===== src/smp_pkg.sv =====
// constants for the serial master/slave port block
// Functional notes
// - while enabled, pins the configuration treats as inputs are inputs regardless of direction bits
// - serial outputs drive only with direction bit set; otherwise usable as plain inputs
// - serial clock is peripheral clock divided by 2..256, chosen by 3-bit rate field
// - baud divider runs only in master mode during a transfer
// - each transfer shifts the linked 8-bit registers eight places, exchanging words
// - polarity bit clear keeps idle clock low; set keeps it high
// - phase bit picks half-cycle shifted or unshifted sampling; four formats in all
// - enabled select output goes low for each transfer, high when idle
// - master select pin role follows direction bit and select output enable
// - bidirectional mode uses one data pin, direction from its direction bit
// - irq enable requests interrupt while transfer-done or mode-fault flag is set
// - clearing system enable reinitialises the logic; setting it claims the four pins
// - system enable reads 0 during mode fault; control one write clears it (the code clears it only after a status read returned the flag)
// - wired-or bit makes serial and general outputs open-drain
// - bit order 0 sends MSB first, 1 LSB first; register keeps MSB in bit 7
// - pin mode and master bit assign roles to the four pins
// - pull-up bit enables pull-ups on input pins, never on outputs
// - reduced-drive bit selects reduced output drive strength
// - transfer-done set after eighth clock; cleared by status read then data access
// - mode fault set when master and select input low, unless select direction set
// - data write during a transfer is blocked and sets write collision, no interrupt
// - after reset the rate field selects division by 2
package smp_pkg;
    localparam logic [7:0] OFF_CTRL1 = 8'h00;
    localparam logic [7:0] OFF_CTRL2 = 8'h04;
    localparam logic [7:0] OFF_BAUD  = 8'h08;
    localparam logic [7:0] OFF_STAT  = 8'h0c;
    localparam logic [7:0] OFF_DATA  = 8'h10;
    localparam logic [7:0] OFF_DIR   = 8'h14;
    localparam logic [7:0] OFF_PORT  = 8'h18;
    // serial_control_one fields
    localparam int C1_IRQ_EN = 7;
    localparam int C1_SYS_EN = 6;
    localparam int C1_WOR    = 5;
    localparam int C1_MASTER = 4;
    localparam int C1_CLOCK_POLARITY_BIT   = 3;
    localparam int C1_CLOCK_PHASE_BIT   = 2;
    localparam int C1_SELECT_OUTPUT_ENABLE   = 1;
    localparam int C1_BIT_ORDER_CONTROL   = 0;
    // serial_control_two fields
    localparam int C2_PULLUP = 3;
    localparam int C2_RDS    = 2;
    localparam int C2_PINMODE = 0;
    localparam logic [7:0] C2_MASK = 8'h0d;
    // serial_status_register fields
    localparam int ST_DONE = 7;
    localparam int ST_WRITE_COLLISION_FLAG = 6;
    localparam int ST_MODE_FAULT_FLAG = 4;
    localparam logic [7:0] BAUD_MASK = 8'h07;
    // pin indices inside the four-pin group (port bits 4..7)
    localparam int P_MISO = 0;
    localparam int P_MOSI = 1;
    localparam int P_SCK  = 2;
    localparam int P_SS   = 3;
    localparam logic [7:0] CTRL1_RST = 8'h04;
    localparam logic [7:0] CTRL2_RST = 8'h00;
    localparam logic [7:0] BAUD_RST  = 8'h00;
    localparam logic [7:0] DIR_RST   = 8'h00;
    localparam logic [7:0] PORT_RST  = 8'h00;
    localparam logic [3:0] LAST_EDGE = 4'hf;
    typedef enum logic {SMP_IDLE, SMP_XFER} smp_state_e;
endpackage : smp_pkg


===== src/smp_spi_port.sv =====
// serial master/slave port with apb register access and four shared pins
//
// Implementation choices: the APB interface to the registers and the register offsets.
`timescale 1ns/1ps
module smp_spi_port
(
    // clock and reset
    input  wire logic        clk,
    input  wire logic        nrst,
    // apb slave
    input  wire logic        psel,
    input  wire logic        penable,
    input  wire logic        pwrite,
    input  wire logic [7:0]  paddr,
    input  wire logic [31:0] pwdata,
    output logic      [31:0] prdata,
    output logic             pready,
    output logic             pslverr,
    // pins: bit0 miso, bit1 mosi, bit2 sck, bit3 select
    input  wire logic [3:0]  pin_i,
    output logic      [3:0]  pin_o,
    output logic      [3:0]  pin_oe,
    output logic      [3:0]  pin_pullup,
    output logic             reduced_drive,
    // interrupt request
    output logic             irq
);
    logic [7:0]  ctrl1_r;
    logic [7:0]  ctrl2_r;
    logic [7:0]  baud_r;
    logic [7:0]  dir_r;
    logic [7:0]  port_r;
    logic        done_f_r;
    logic        write_collision_flag_r;
    logic        mode_fault_flag_r;
    logic [2:0]  arm_r;
    logic [7:0]  sh_r;
    logic [7:0]  rx_r;
    logic        lat_r;
    logic [3:0]  k_r;
    logic [7:0]  cnt_r;
    logic        sck_lvl_r;
    logic        sck_p_r;
    logic [3:0]  s1_r;
    logic [3:0]  s2_r;
    logic [3:0]  s3_r;
    logic [3:0]  filt_r;
    logic [31:0] prdata_r;
    logic [3:0]  pin_o_r;
    logic [3:0]  pin_oe_r;
    smp_pkg::smp_state_e st_r;

    logic        en;
    logic        master;
    logic        clock_polarity_bit;
    logic        clock_phase_bit;
    logic        bit_order_control;
    logic        bidir;
    logic        ss_f;
    logic        master_run;
    logic        busy;
    logic [7:0]  half_m1;
    logic        div_hit;
    logic        slave_edge;
    logic        edge_ev;
    logic        sample_e;
    logic        done;
    logic        rx_in;
    logic        tx_bit;
    logic [7:0]  sh_last;
    logic        acc;
    logic        wr;
    logic        rd;
    logic        wr_data;
    logic        acc_data;
    logic        start;
    logic        mode_fault_flag_set;
    logic        unmapped;
    logic [7:0]  rd_mux;
    logic [3:0]  drv;
    logic [3:0]  val;

    function automatic logic [7:0] shf(input logic [7:0] s, input logic b, input logic l);
        shf = l ? {b, s[7:1]} : {s[6:0], b};
    endfunction : shf

    // mode fault drops the enable at once, so the pins fall back and the engines stop
    assign en     = ctrl1_r[smp_pkg::C1_SYS_EN] & ~mode_fault_flag_r;
    assign master = ctrl1_r[smp_pkg::C1_MASTER];
    assign clock_polarity_bit   = ctrl1_r[smp_pkg::C1_CLOCK_POLARITY_BIT];
    assign clock_phase_bit   = ctrl1_r[smp_pkg::C1_CLOCK_PHASE_BIT];
    assign bit_order_control   = ctrl1_r[smp_pkg::C1_BIT_ORDER_CONTROL];
    assign bidir  = ctrl2_r[smp_pkg::C2_PINMODE];
    assign ss_f   = filt_r[smp_pkg::P_SS];

    // apb decode
    assign acc      = psel & penable;
    assign wr       = acc & pwrite;
    assign rd       = acc & ~pwrite;
    assign wr_data  = wr & (paddr == smp_pkg::OFF_DATA);
    assign acc_data = acc & (paddr == smp_pkg::OFF_DATA);
    assign unmapped = (paddr != smp_pkg::OFF_CTRL1) && (paddr != smp_pkg::OFF_CTRL2)
                   && (paddr != smp_pkg::OFF_BAUD) && (paddr != smp_pkg::OFF_STAT)
                   && (paddr != smp_pkg::OFF_DATA) && (paddr != smp_pkg::OFF_DIR)
                   && (paddr != smp_pkg::OFF_PORT);
    assign pready  = 1'b1;
    assign pslverr = acc & unmapped;
    assign prdata  = prdata_r;

    assign master_run = (st_r == smp_pkg::SMP_XFER);
    assign busy       = master_run | (k_r != 4'h0);
    assign start      = wr_data & en & master & ~busy;

    // half period in clocks is 2^rate, giving divisors 2..256
    assign half_m1 = (8'h01 << baud_r[2:0]) - 8'h01;
    assign div_hit = master_run && (cnt_r == half_m1);

    // slave follows the external clock only while selected
    assign slave_edge = en & ~master & ~ss_f & (filt_r[smp_pkg::P_SCK] != sck_p_r);
    assign edge_ev    = master_run ? div_hit : slave_edge;
    // even edges lead; phase bit moves sampling to the trailing edge
    assign sample_e   = ~k_r[0] ^ clock_phase_bit;
    assign done       = edge_ev && (k_r == smp_pkg::LAST_EDGE);

    // received bits pass the pin synchroniser: a master read needs a half period of 8 clocks or more
    assign rx_in  = master ? (bidir ? filt_r[smp_pkg::P_MOSI] : filt_r[smp_pkg::P_MISO])
                           : (bidir ? filt_r[smp_pkg::P_MISO] : filt_r[smp_pkg::P_MOSI]);
    assign tx_bit = bit_order_control ? sh_r[0] : sh_r[7];
    assign sh_last = clock_phase_bit ? shf(sh_r, rx_in, bit_order_control) : shf(sh_r, lat_r, bit_order_control);

    assign mode_fault_flag_set = ctrl1_r[smp_pkg::C1_SYS_EN] & master & ~dir_r[7]
                    & ~ss_f;

    // read mux; the enable reads back as 0 while a mode fault stands
    always_comb
    begin
        rd_mux = 8'h00;
        unique case (paddr)
            smp_pkg::OFF_CTRL1:
            begin
                rd_mux = ctrl1_r;
                rd_mux[smp_pkg::C1_SYS_EN] = en;
            end
            smp_pkg::OFF_CTRL2: rd_mux = ctrl2_r;
            smp_pkg::OFF_BAUD:  rd_mux = baud_r;
            smp_pkg::OFF_STAT:
            begin
                rd_mux[smp_pkg::ST_DONE] = done_f_r;
                rd_mux[smp_pkg::ST_WRITE_COLLISION_FLAG] = write_collision_flag_r;
                rd_mux[smp_pkg::ST_MODE_FAULT_FLAG] = mode_fault_flag_r;
            end
            smp_pkg::OFF_DATA:  rd_mux = rx_r;
            smp_pkg::OFF_DIR:   rd_mux = dir_r;
            smp_pkg::OFF_PORT:  rd_mux = port_r;
            default:            rd_mux = 8'h00;
        endcase
    end

    // read data is captured in the setup cycle and held through the access
    always_ff @(posedge clk or negedge nrst)
    begin
        if (!nrst)
            prdata_r <= 32'h00000000;
        else if (psel && !penable)
            prdata_r <= {24'h000000, rd_mux};
    end

    // control registers
    always_ff @(posedge clk or negedge nrst)
    begin
        if (!nrst)
        begin
            ctrl1_r <= smp_pkg::CTRL1_RST;
            ctrl2_r <= smp_pkg::CTRL2_RST;
            baud_r  <= smp_pkg::BAUD_RST;
            dir_r   <= smp_pkg::DIR_RST;
            port_r  <= smp_pkg::PORT_RST;
        end
        else if (wr)
        begin
            if (paddr == smp_pkg::OFF_CTRL1)
                ctrl1_r <= pwdata[7:0];
            if (paddr == smp_pkg::OFF_CTRL2)
                ctrl2_r <= pwdata[7:0] & smp_pkg::C2_MASK;
            if (paddr == smp_pkg::OFF_BAUD)
                baud_r <= pwdata[7:0] & smp_pkg::BAUD_MASK;
            if (paddr == smp_pkg::OFF_DIR)
                dir_r <= pwdata[7:0];
            if (paddr == smp_pkg::OFF_PORT)
                port_r <= pwdata[7:0];
        end
    end

    // status read arms the flags it saw; the following access clears only those
    always_ff @(posedge clk or negedge nrst)
    begin
        if (!nrst)
            arm_r <= 3'h0;
        else if (rd && paddr == smp_pkg::OFF_STAT)
            arm_r <= {prdata_r[smp_pkg::ST_DONE], prdata_r[smp_pkg::ST_WRITE_COLLISION_FLAG], prdata_r[smp_pkg::ST_MODE_FAULT_FLAG]};
        else if (acc_data)
            arm_r <= {1'b0, 1'b0, arm_r[0]};
        else if (wr && paddr == smp_pkg::OFF_CTRL1)
            arm_r <= {arm_r[2:1], 1'b0};
    end

    // flags: a setting event in the clearing cycle wins
    always_ff @(posedge clk or negedge nrst)
    begin
        if (!nrst)
        begin
            done_f_r <= 1'b0;
            write_collision_flag_r   <= 1'b0;
            mode_fault_flag_r   <= 1'b0;
        end
        else
        begin
            if (done)
                done_f_r <= 1'b1;
            else if (acc_data && arm_r[2])
                done_f_r <= 1'b0;
            if (wr_data && busy)
                write_collision_flag_r <= 1'b1;
            else if (acc_data && arm_r[1])
                write_collision_flag_r <= 1'b0;
            if (mode_fault_flag_set)
                mode_fault_flag_r <= 1'b1;
            else if (wr && paddr == smp_pkg::OFF_CTRL1 && arm_r[0])
                mode_fault_flag_r <= 1'b0;
        end
    end

    // write collision raises no request; only done and mode fault do
    assign irq = ctrl1_r[smp_pkg::C1_IRQ_EN] & (done_f_r | mode_fault_flag_r);

    // pin synchronisers; a change is taken once stages two and three agree
    always_ff @(posedge clk or negedge nrst)
    begin
        if (!nrst)
        begin
            s1_r    <= 4'hf;
            s2_r    <= 4'hf;
            s3_r    <= 4'hf;
            filt_r  <= 4'hf;
            sck_p_r <= 1'b1;
        end
        else
        begin
            s1_r    <= pin_i;
            s2_r    <= s1_r;
            s3_r    <= s2_r;
            filt_r  <= (s2_r & s3_r) | (filt_r & (s2_r ^ s3_r));
            sck_p_r <= filt_r[smp_pkg::P_SCK];
        end
    end

    // master sequencer
    always_ff @(posedge clk or negedge nrst)
    begin
        if (!nrst)
            st_r <= smp_pkg::SMP_IDLE;
        else if (!en)
            st_r <= smp_pkg::SMP_IDLE;
        else
        begin
            unique case (st_r)
                smp_pkg::SMP_IDLE: if (start) st_r <= smp_pkg::SMP_XFER;
                smp_pkg::SMP_XFER: if (done) st_r <= smp_pkg::SMP_IDLE;
            endcase
        end
    end

    // baud divider, held at zero outside a master transfer to save power
    always_ff @(posedge clk or negedge nrst)
    begin
        if (!nrst)
            cnt_r <= 8'h00;
        else if (!master_run || div_hit)
            cnt_r <= 8'h00;
        else
            cnt_r <= cnt_r + 8'h01;
    end

    // master clock phase; sixteen toggles bring it back to idle level
    always_ff @(posedge clk or negedge nrst)
    begin
        if (!nrst)
            sck_lvl_r <= 1'b0;
        else if (!master_run)
            sck_lvl_r <= 1'b0;
        else if (div_hit)
            sck_lvl_r <= ~sck_lvl_r;
    end

    // edge counter, shared by both roles; deselect aborts a slave transfer
    always_ff @(posedge clk or negedge nrst)
    begin
        if (!nrst)
            k_r <= 4'h0;
        else if (!en || (!master_run && (master || ss_f)))
            k_r <= 4'h0;
        else if (edge_ev)
            k_r <= k_r + 4'h1;
    end

    // shifter: sample on one edge, shift on the other, eight bits per transfer
    always_ff @(posedge clk or negedge nrst)
    begin
        if (!nrst)
        begin
            sh_r  <= 8'h00;
            lat_r <= 1'b0;
            rx_r  <= 8'h00;
        end
        else if ((start || (wr_data && !master)) && !busy)
            sh_r <= pwdata[7:0];
        else if (done)
        begin
            // a master keeps its last data bit standing through the closing clock edge
            if (!master)
                sh_r <= sh_last;
            rx_r <= sh_last;
        end
        else if (edge_ev)
        begin
            if (sample_e)
                lat_r <= rx_in;
            else if (!(clock_phase_bit && k_r == 4'h0))
                sh_r <= shf(sh_r, lat_r, bit_order_control);
        end
    end

    // pin roles
    always_comb
    begin
        drv = dir_r[7:4] & {4{~en}};
        val = port_r[7:4];
        if (en && master)
        begin
            drv[smp_pkg::P_MISO] = bidir & dir_r[4];
            drv[smp_pkg::P_MOSI] = dir_r[5];
            val[smp_pkg::P_MOSI] = tx_bit;
            drv[smp_pkg::P_SCK]  = dir_r[6];
            val[smp_pkg::P_SCK]  = clock_polarity_bit ^ sck_lvl_r;
            drv[smp_pkg::P_SS]   = dir_r[7];
            if (ctrl1_r[smp_pkg::C1_SELECT_OUTPUT_ENABLE])
                val[smp_pkg::P_SS] = ~master_run;
        end
        else if (en)
        begin
            drv[smp_pkg::P_MISO] = dir_r[4] & ~ss_f;
            val[smp_pkg::P_MISO] = tx_bit;
            drv[smp_pkg::P_MOSI] = bidir & dir_r[5];
            drv[smp_pkg::P_SCK]  = 1'b0;
            drv[smp_pkg::P_SS]   = 1'b0;
        end
    end

    // registered pin drivers; open-drain only ever pulls low
    always_ff @(posedge clk or negedge nrst)
    begin
        if (!nrst)
        begin
            pin_o_r  <= 4'h0;
            pin_oe_r <= 4'h0;
        end
        else
        begin
            pin_o_r  <= val;
            pin_oe_r <= drv & (~val | {4{~ctrl1_r[smp_pkg::C1_WOR]}});
        end
    end

    assign pin_o         = pin_o_r;
    assign pin_oe        = pin_oe_r;
    // pull-ups follow the driver decision, so an output pin never has one
    assign pin_pullup    = {4{ctrl2_r[smp_pkg::C2_PULLUP]}} & ~drv;
    assign reduced_drive = ctrl2_r[smp_pkg::C2_RDS];

endmodule : smp_spi_port


===== config.mk =====
export PLATFORM = sky130hd
export DESIGN_NAME = smp_spi_port
export DESIGN_NICKNAME = d
export VERILOG_FILES = /design/src/smp_pkg.sv /design/src/smp_spi_port.sv
export SDC_FILE = /design/constraint.sdc
export NUM_CORES = 1
export LEC_CHECK = 0
export ABC_CLOCK_PERIOD_IN_PS = 2800
export BUFFER_PORTS_ARGS = -buffer_cell sky130_fd_sc_hd__buf_2
export CAP_MARGIN = 0
export CORE_MARGIN = 2
export CORE_UTILIZATION = 35
export CTS_CLUSTER_DIAMETER = 200
export DETAILED_ROUTE_END_ITERATION = 6
export PLACE_DENSITY = 0.63
export SYNTH_ARGS = -nofsm -noshare
export SYNTH_HDL_FRONTEND = slang
export SYNTH_SLANG_ARGS = --single-unit

===== constraint.sdc =====
create_clock -name clk -period 2.8 [get_ports clk]
set_clock_uncertainty 0.2 [all_clocks]
set_input_delay 0.56 -clock clk [delete_from_list [all_inputs] [get_ports clk]]
set_output_delay 0.56 -clock clk [all_outputs]
set_load 0.02 [all_outputs]

==> results.sh <==
export IMPL_status="finished, final reports clean"
export IMPL_syn_area_mm2=0.005061
export IMPL_drt_iter0_drc=356
export IMPL_cap_violations=0
export IMPL_routabilityCongestion=0.8556
export IMPL_wl_per_cell_um=16.59
export IMPL_use_met1_pct=21.42
export IMPL_grt_pass1_wl_um=19870
export IMPL_max_freq_ghz=0.3575
export IMPL_final_nets=614
export IMPL_die_area_mm2=0.01544
export IMPL_yosys_warnings=0
export IMPL_report_final_slew_viol_count=0
export IMPL_crit_path_cell_trace="or3_4 > ha_4 > buf_6 > mux2i_2 > a221oi_2 > buf_4 > o31a_1 > buf_12 > or3_1 > a21oi_1"
export IMPL_postPlaceCellArea_mm2=0.005533
export IMPL_syn_instance_count=487
export IMPL_r2r_end="k_r[3]"
export IMPL_critPathLaunch="baud_r[0]"
export IMPL_r2r_slack_ns=0.002
export IMPL_critPathSlowestCell="or3_4"
export IMPL_num_vias=3950
export IMPL_port_buffers=47
export IMPL_holdCritPathClass="input pin to async pin"
export IMPL_critPathCaptureType="flip-flop"
export IMPL_rsz0062_at_grt="yes"
export IMPL_drtPass1Iterations=5
export IMPL_ir_drop_v=0.0002612
export IMPL_synth_top_area_share_pct=40.54
export IMPL_ant_nets=0
export IMPL_drive_above_1_share_pct=28.16
export IMPL_synthArstFlopShare_pct=100.0
export IMPL_h_tree_depth=3
export IMPL_layout_commonest_cell="dfrtp_1"
export IMPL_num_io_pins=97
export IMPL_cp_depth=10
export IMPL_cp_max_fo=12
export IMPL_drc=0
export IMPL_r2r_start="baud_r[0]"
export IMPL_clock_path_buffers=2
export IMPL_final_cell_mix="dfrtp_1, nand2_1, buf_2"
export IMPL_rr_worst_depth=10
export IMPL_use_met3_pct=4.467
export IMPL_cp_required_ns=2.88
export IMPL_n_fill_cell=1316
export IMPL_fp_dieH_um=124.3
export IMPL_arrival_ns=2.87
export IMPL_clock_root_buffer="clkbuf_16"
export IMPL_cpLargestDelayFamily="simple AND/OR/NAND/NOR gates"
export IMPL_final_cell_count_no_fill=741
export IMPL_busiest_layer="met2"
export IMPL_synth_edf_count=0
export IMPL_rows=43
export IMPL_grt_util_met2_pct=24.75
export IMPL_grt_max_degree=101
export IMPL_yosys_top_cells_area="dfrtp_1, dfstp_2, mux2_2"
export IMPL_setup_viol=0
export IMPL_die_width_um=124.3
export IMPL_clkLatencyLatePin_ns=0.35
export IMPL_cts_tree="yes"
export IMPL_p_leak_nw=2.813
export IMPL_fin_crit_sh_pct=99.91
export IMPL_cts_buffers=9
export IMPL_fin_crit_ns=2.798
export IMPL_synthToLayoutAreaGrowth_pct=17.92
export IMPL_grt_util_all_layers_pct=15.90
export IMPL_grt_pass1_vias=3796
export IMPL_viasPerCell=5.331
export IMPL_multiInputGateArea_mm2=0.002370
export IMPL_ys_seq_area_share_pct=49.89
export IMPL_worst_path_buf_inv=3
export IMPL_cp_endpoint="k_r[3]"
export IMPL_yosys_area_top_type="dfrtp_1"
export IMPL_final_area_mm2=0.005968
export IMPL_hpwl_um=8577
export IMPL_numClockSinks=100
export IMPL_cp_slowest_stage_delay_ns=0.40
export IMPL_antenna_found_initial=0
export IMPL_clkTransAtPathRegs_ns=0.07
export IMPL_p_per_area_mw_per_mm2=479.9
export IMPL_grt_ovfl_total=0
export IMPL_criticalPathCategory="flip-flop to flip-flop"
export IMPL_regArea_mm2=0.002525
export IMPL_placed_cells=718
export IMPL_syn_avg_cell_area_um2=10.39
export IMPL_core_area_mm2=0.01399
export IMPL_drt_wl_total_um=12290
export IMPL_num_antenna_cells=0
export IMPL_hold_viol_final=0
export IMPL_start_kind="flip-flop"
export IMPL_tightestPinTransition_ns=0.5943
export IMPL_synth_cell_types=63
export IMPL_synth_main_ff_cell="dfrtp_1"
export IMPL_relSlewSlack_pct=60.38
export IMPL_synth_seq_cells=100
export IMPL_start_util_pct=36.18
==> logic make-up (layout without fill, tap and decap cells) <==
kind of cell / Yosys count / after routing / share of synthesized area [%]
buffers and inverters: 54 / 105 / 6.477
and+or+nand+nor: 144 / 144 / 14.36
muxes: 36 / 36 / 7.738
DFF: 100 / 100 / 49.89
AOI/OAI and AO/OA: 126 / 126 / 16.46
xor gates and xnor gates: 17 / 17 / 2.942
other: 2 / 25 / 0.1484
adders and majority gates: 8 / 8 / 1.978
==> synthesized netlist by cell type (all sizes together), types with 7 or more instances <==
cell type and count:
and2 9, clkbuf 8, o21ai 39, inv 10, xnor2 9, xor2 8
nand3 11, dfrtp 82, ha 8, buf 36, and3 9, a22oi 11
dfstp 18, nor2 27, a21o 8, a21oi 28, nand2 52, mux2i 11
nand2b 7, mux2 25
==> cell type report <==
class	count	share of cell area, %
repair buffers	80	9.099
multi-input cells	356	39.71
inverters	10	0.6289
flip-flops and latches	100	42.31
clock buffers	10	3.836
well taps	180	3.774
clock inverters	5	0.6499
==> registers in the layout (all words and copies together) (netlist names), 4 cells and up <==
signal / flops
rx_r: 8
cnt_r: 8
s1_r: 4
sh_r: 8
port_r: 8
s3_r: 4
filt_r: 4
prdata: 8
s2_r: 4
ctrl1_r: 8
pin_oe: 4
dir_r: 8
pin_o: 4
k_r: 4
==> power breakdown <==
part / leakage [nW] / switching [mW] / internal (mW)
registers: 1.32 / 0.0209 / 1.49
logic: 1.37 / 0.131 / 0.0678
clock network: 0.129 / 0.557 / 0.603
==> worst min-delay path by stage <==
stage | from | endpoint | slack [ns] | cells after the start
after CTS | nrst | cnt_r[0] | 0.09 | 2
after detailed placement | s1_r[3] | s2_r[3] | 0.15 | 0
after global routing | nrst | cnt_r[0] | 0.08 | 2
after global placement | s1_r[1] | s2_r[1] | 0.15 | 0
final | nrst | cnt_r[0] | 0.03 | 2
after floorplan | nrst | arm_r[0] | 0.06 | 0
==> metrics by stage <==
step	hold slack, ns	setup TNS [ns]	setup WS (ns)	power (mW)	util, %
after floorplan	0.06441	0	0.01428	1.655	-
after global placement	0.1465	-1.498	-0.1662	1.716	39.55
after detailed placement	0.1472	-2.244	-0.2369	1.724	39.55
after CTS	0.08865	0	0.007925	2.893	41.85
after global routing	0.07841	-0.4228	-0.06980	2.982	42.67
final	0.03457	0	0.002443	2.864	42.67
==> layer usage <==
layer | up-vias | part of all wire [%]
met5 | - | 0
met3 | 15 | 6.1
met2 | 148 | 48
met1 | 1956 | 44
li1 | 1831 | -
met4 | 0 | 2.0
==> timing repair <==
action / in CTS / in global routing
gates resized for setup: 8 / 11
gates cloned: 0 / 2
hold buffers: 0 / 0
setup buffers: 1 / 5
pin swaps: 2 / 8
setup endpoints to repair: 20 / 27
No activity file was read; power rests on OpenSTA's default activity.
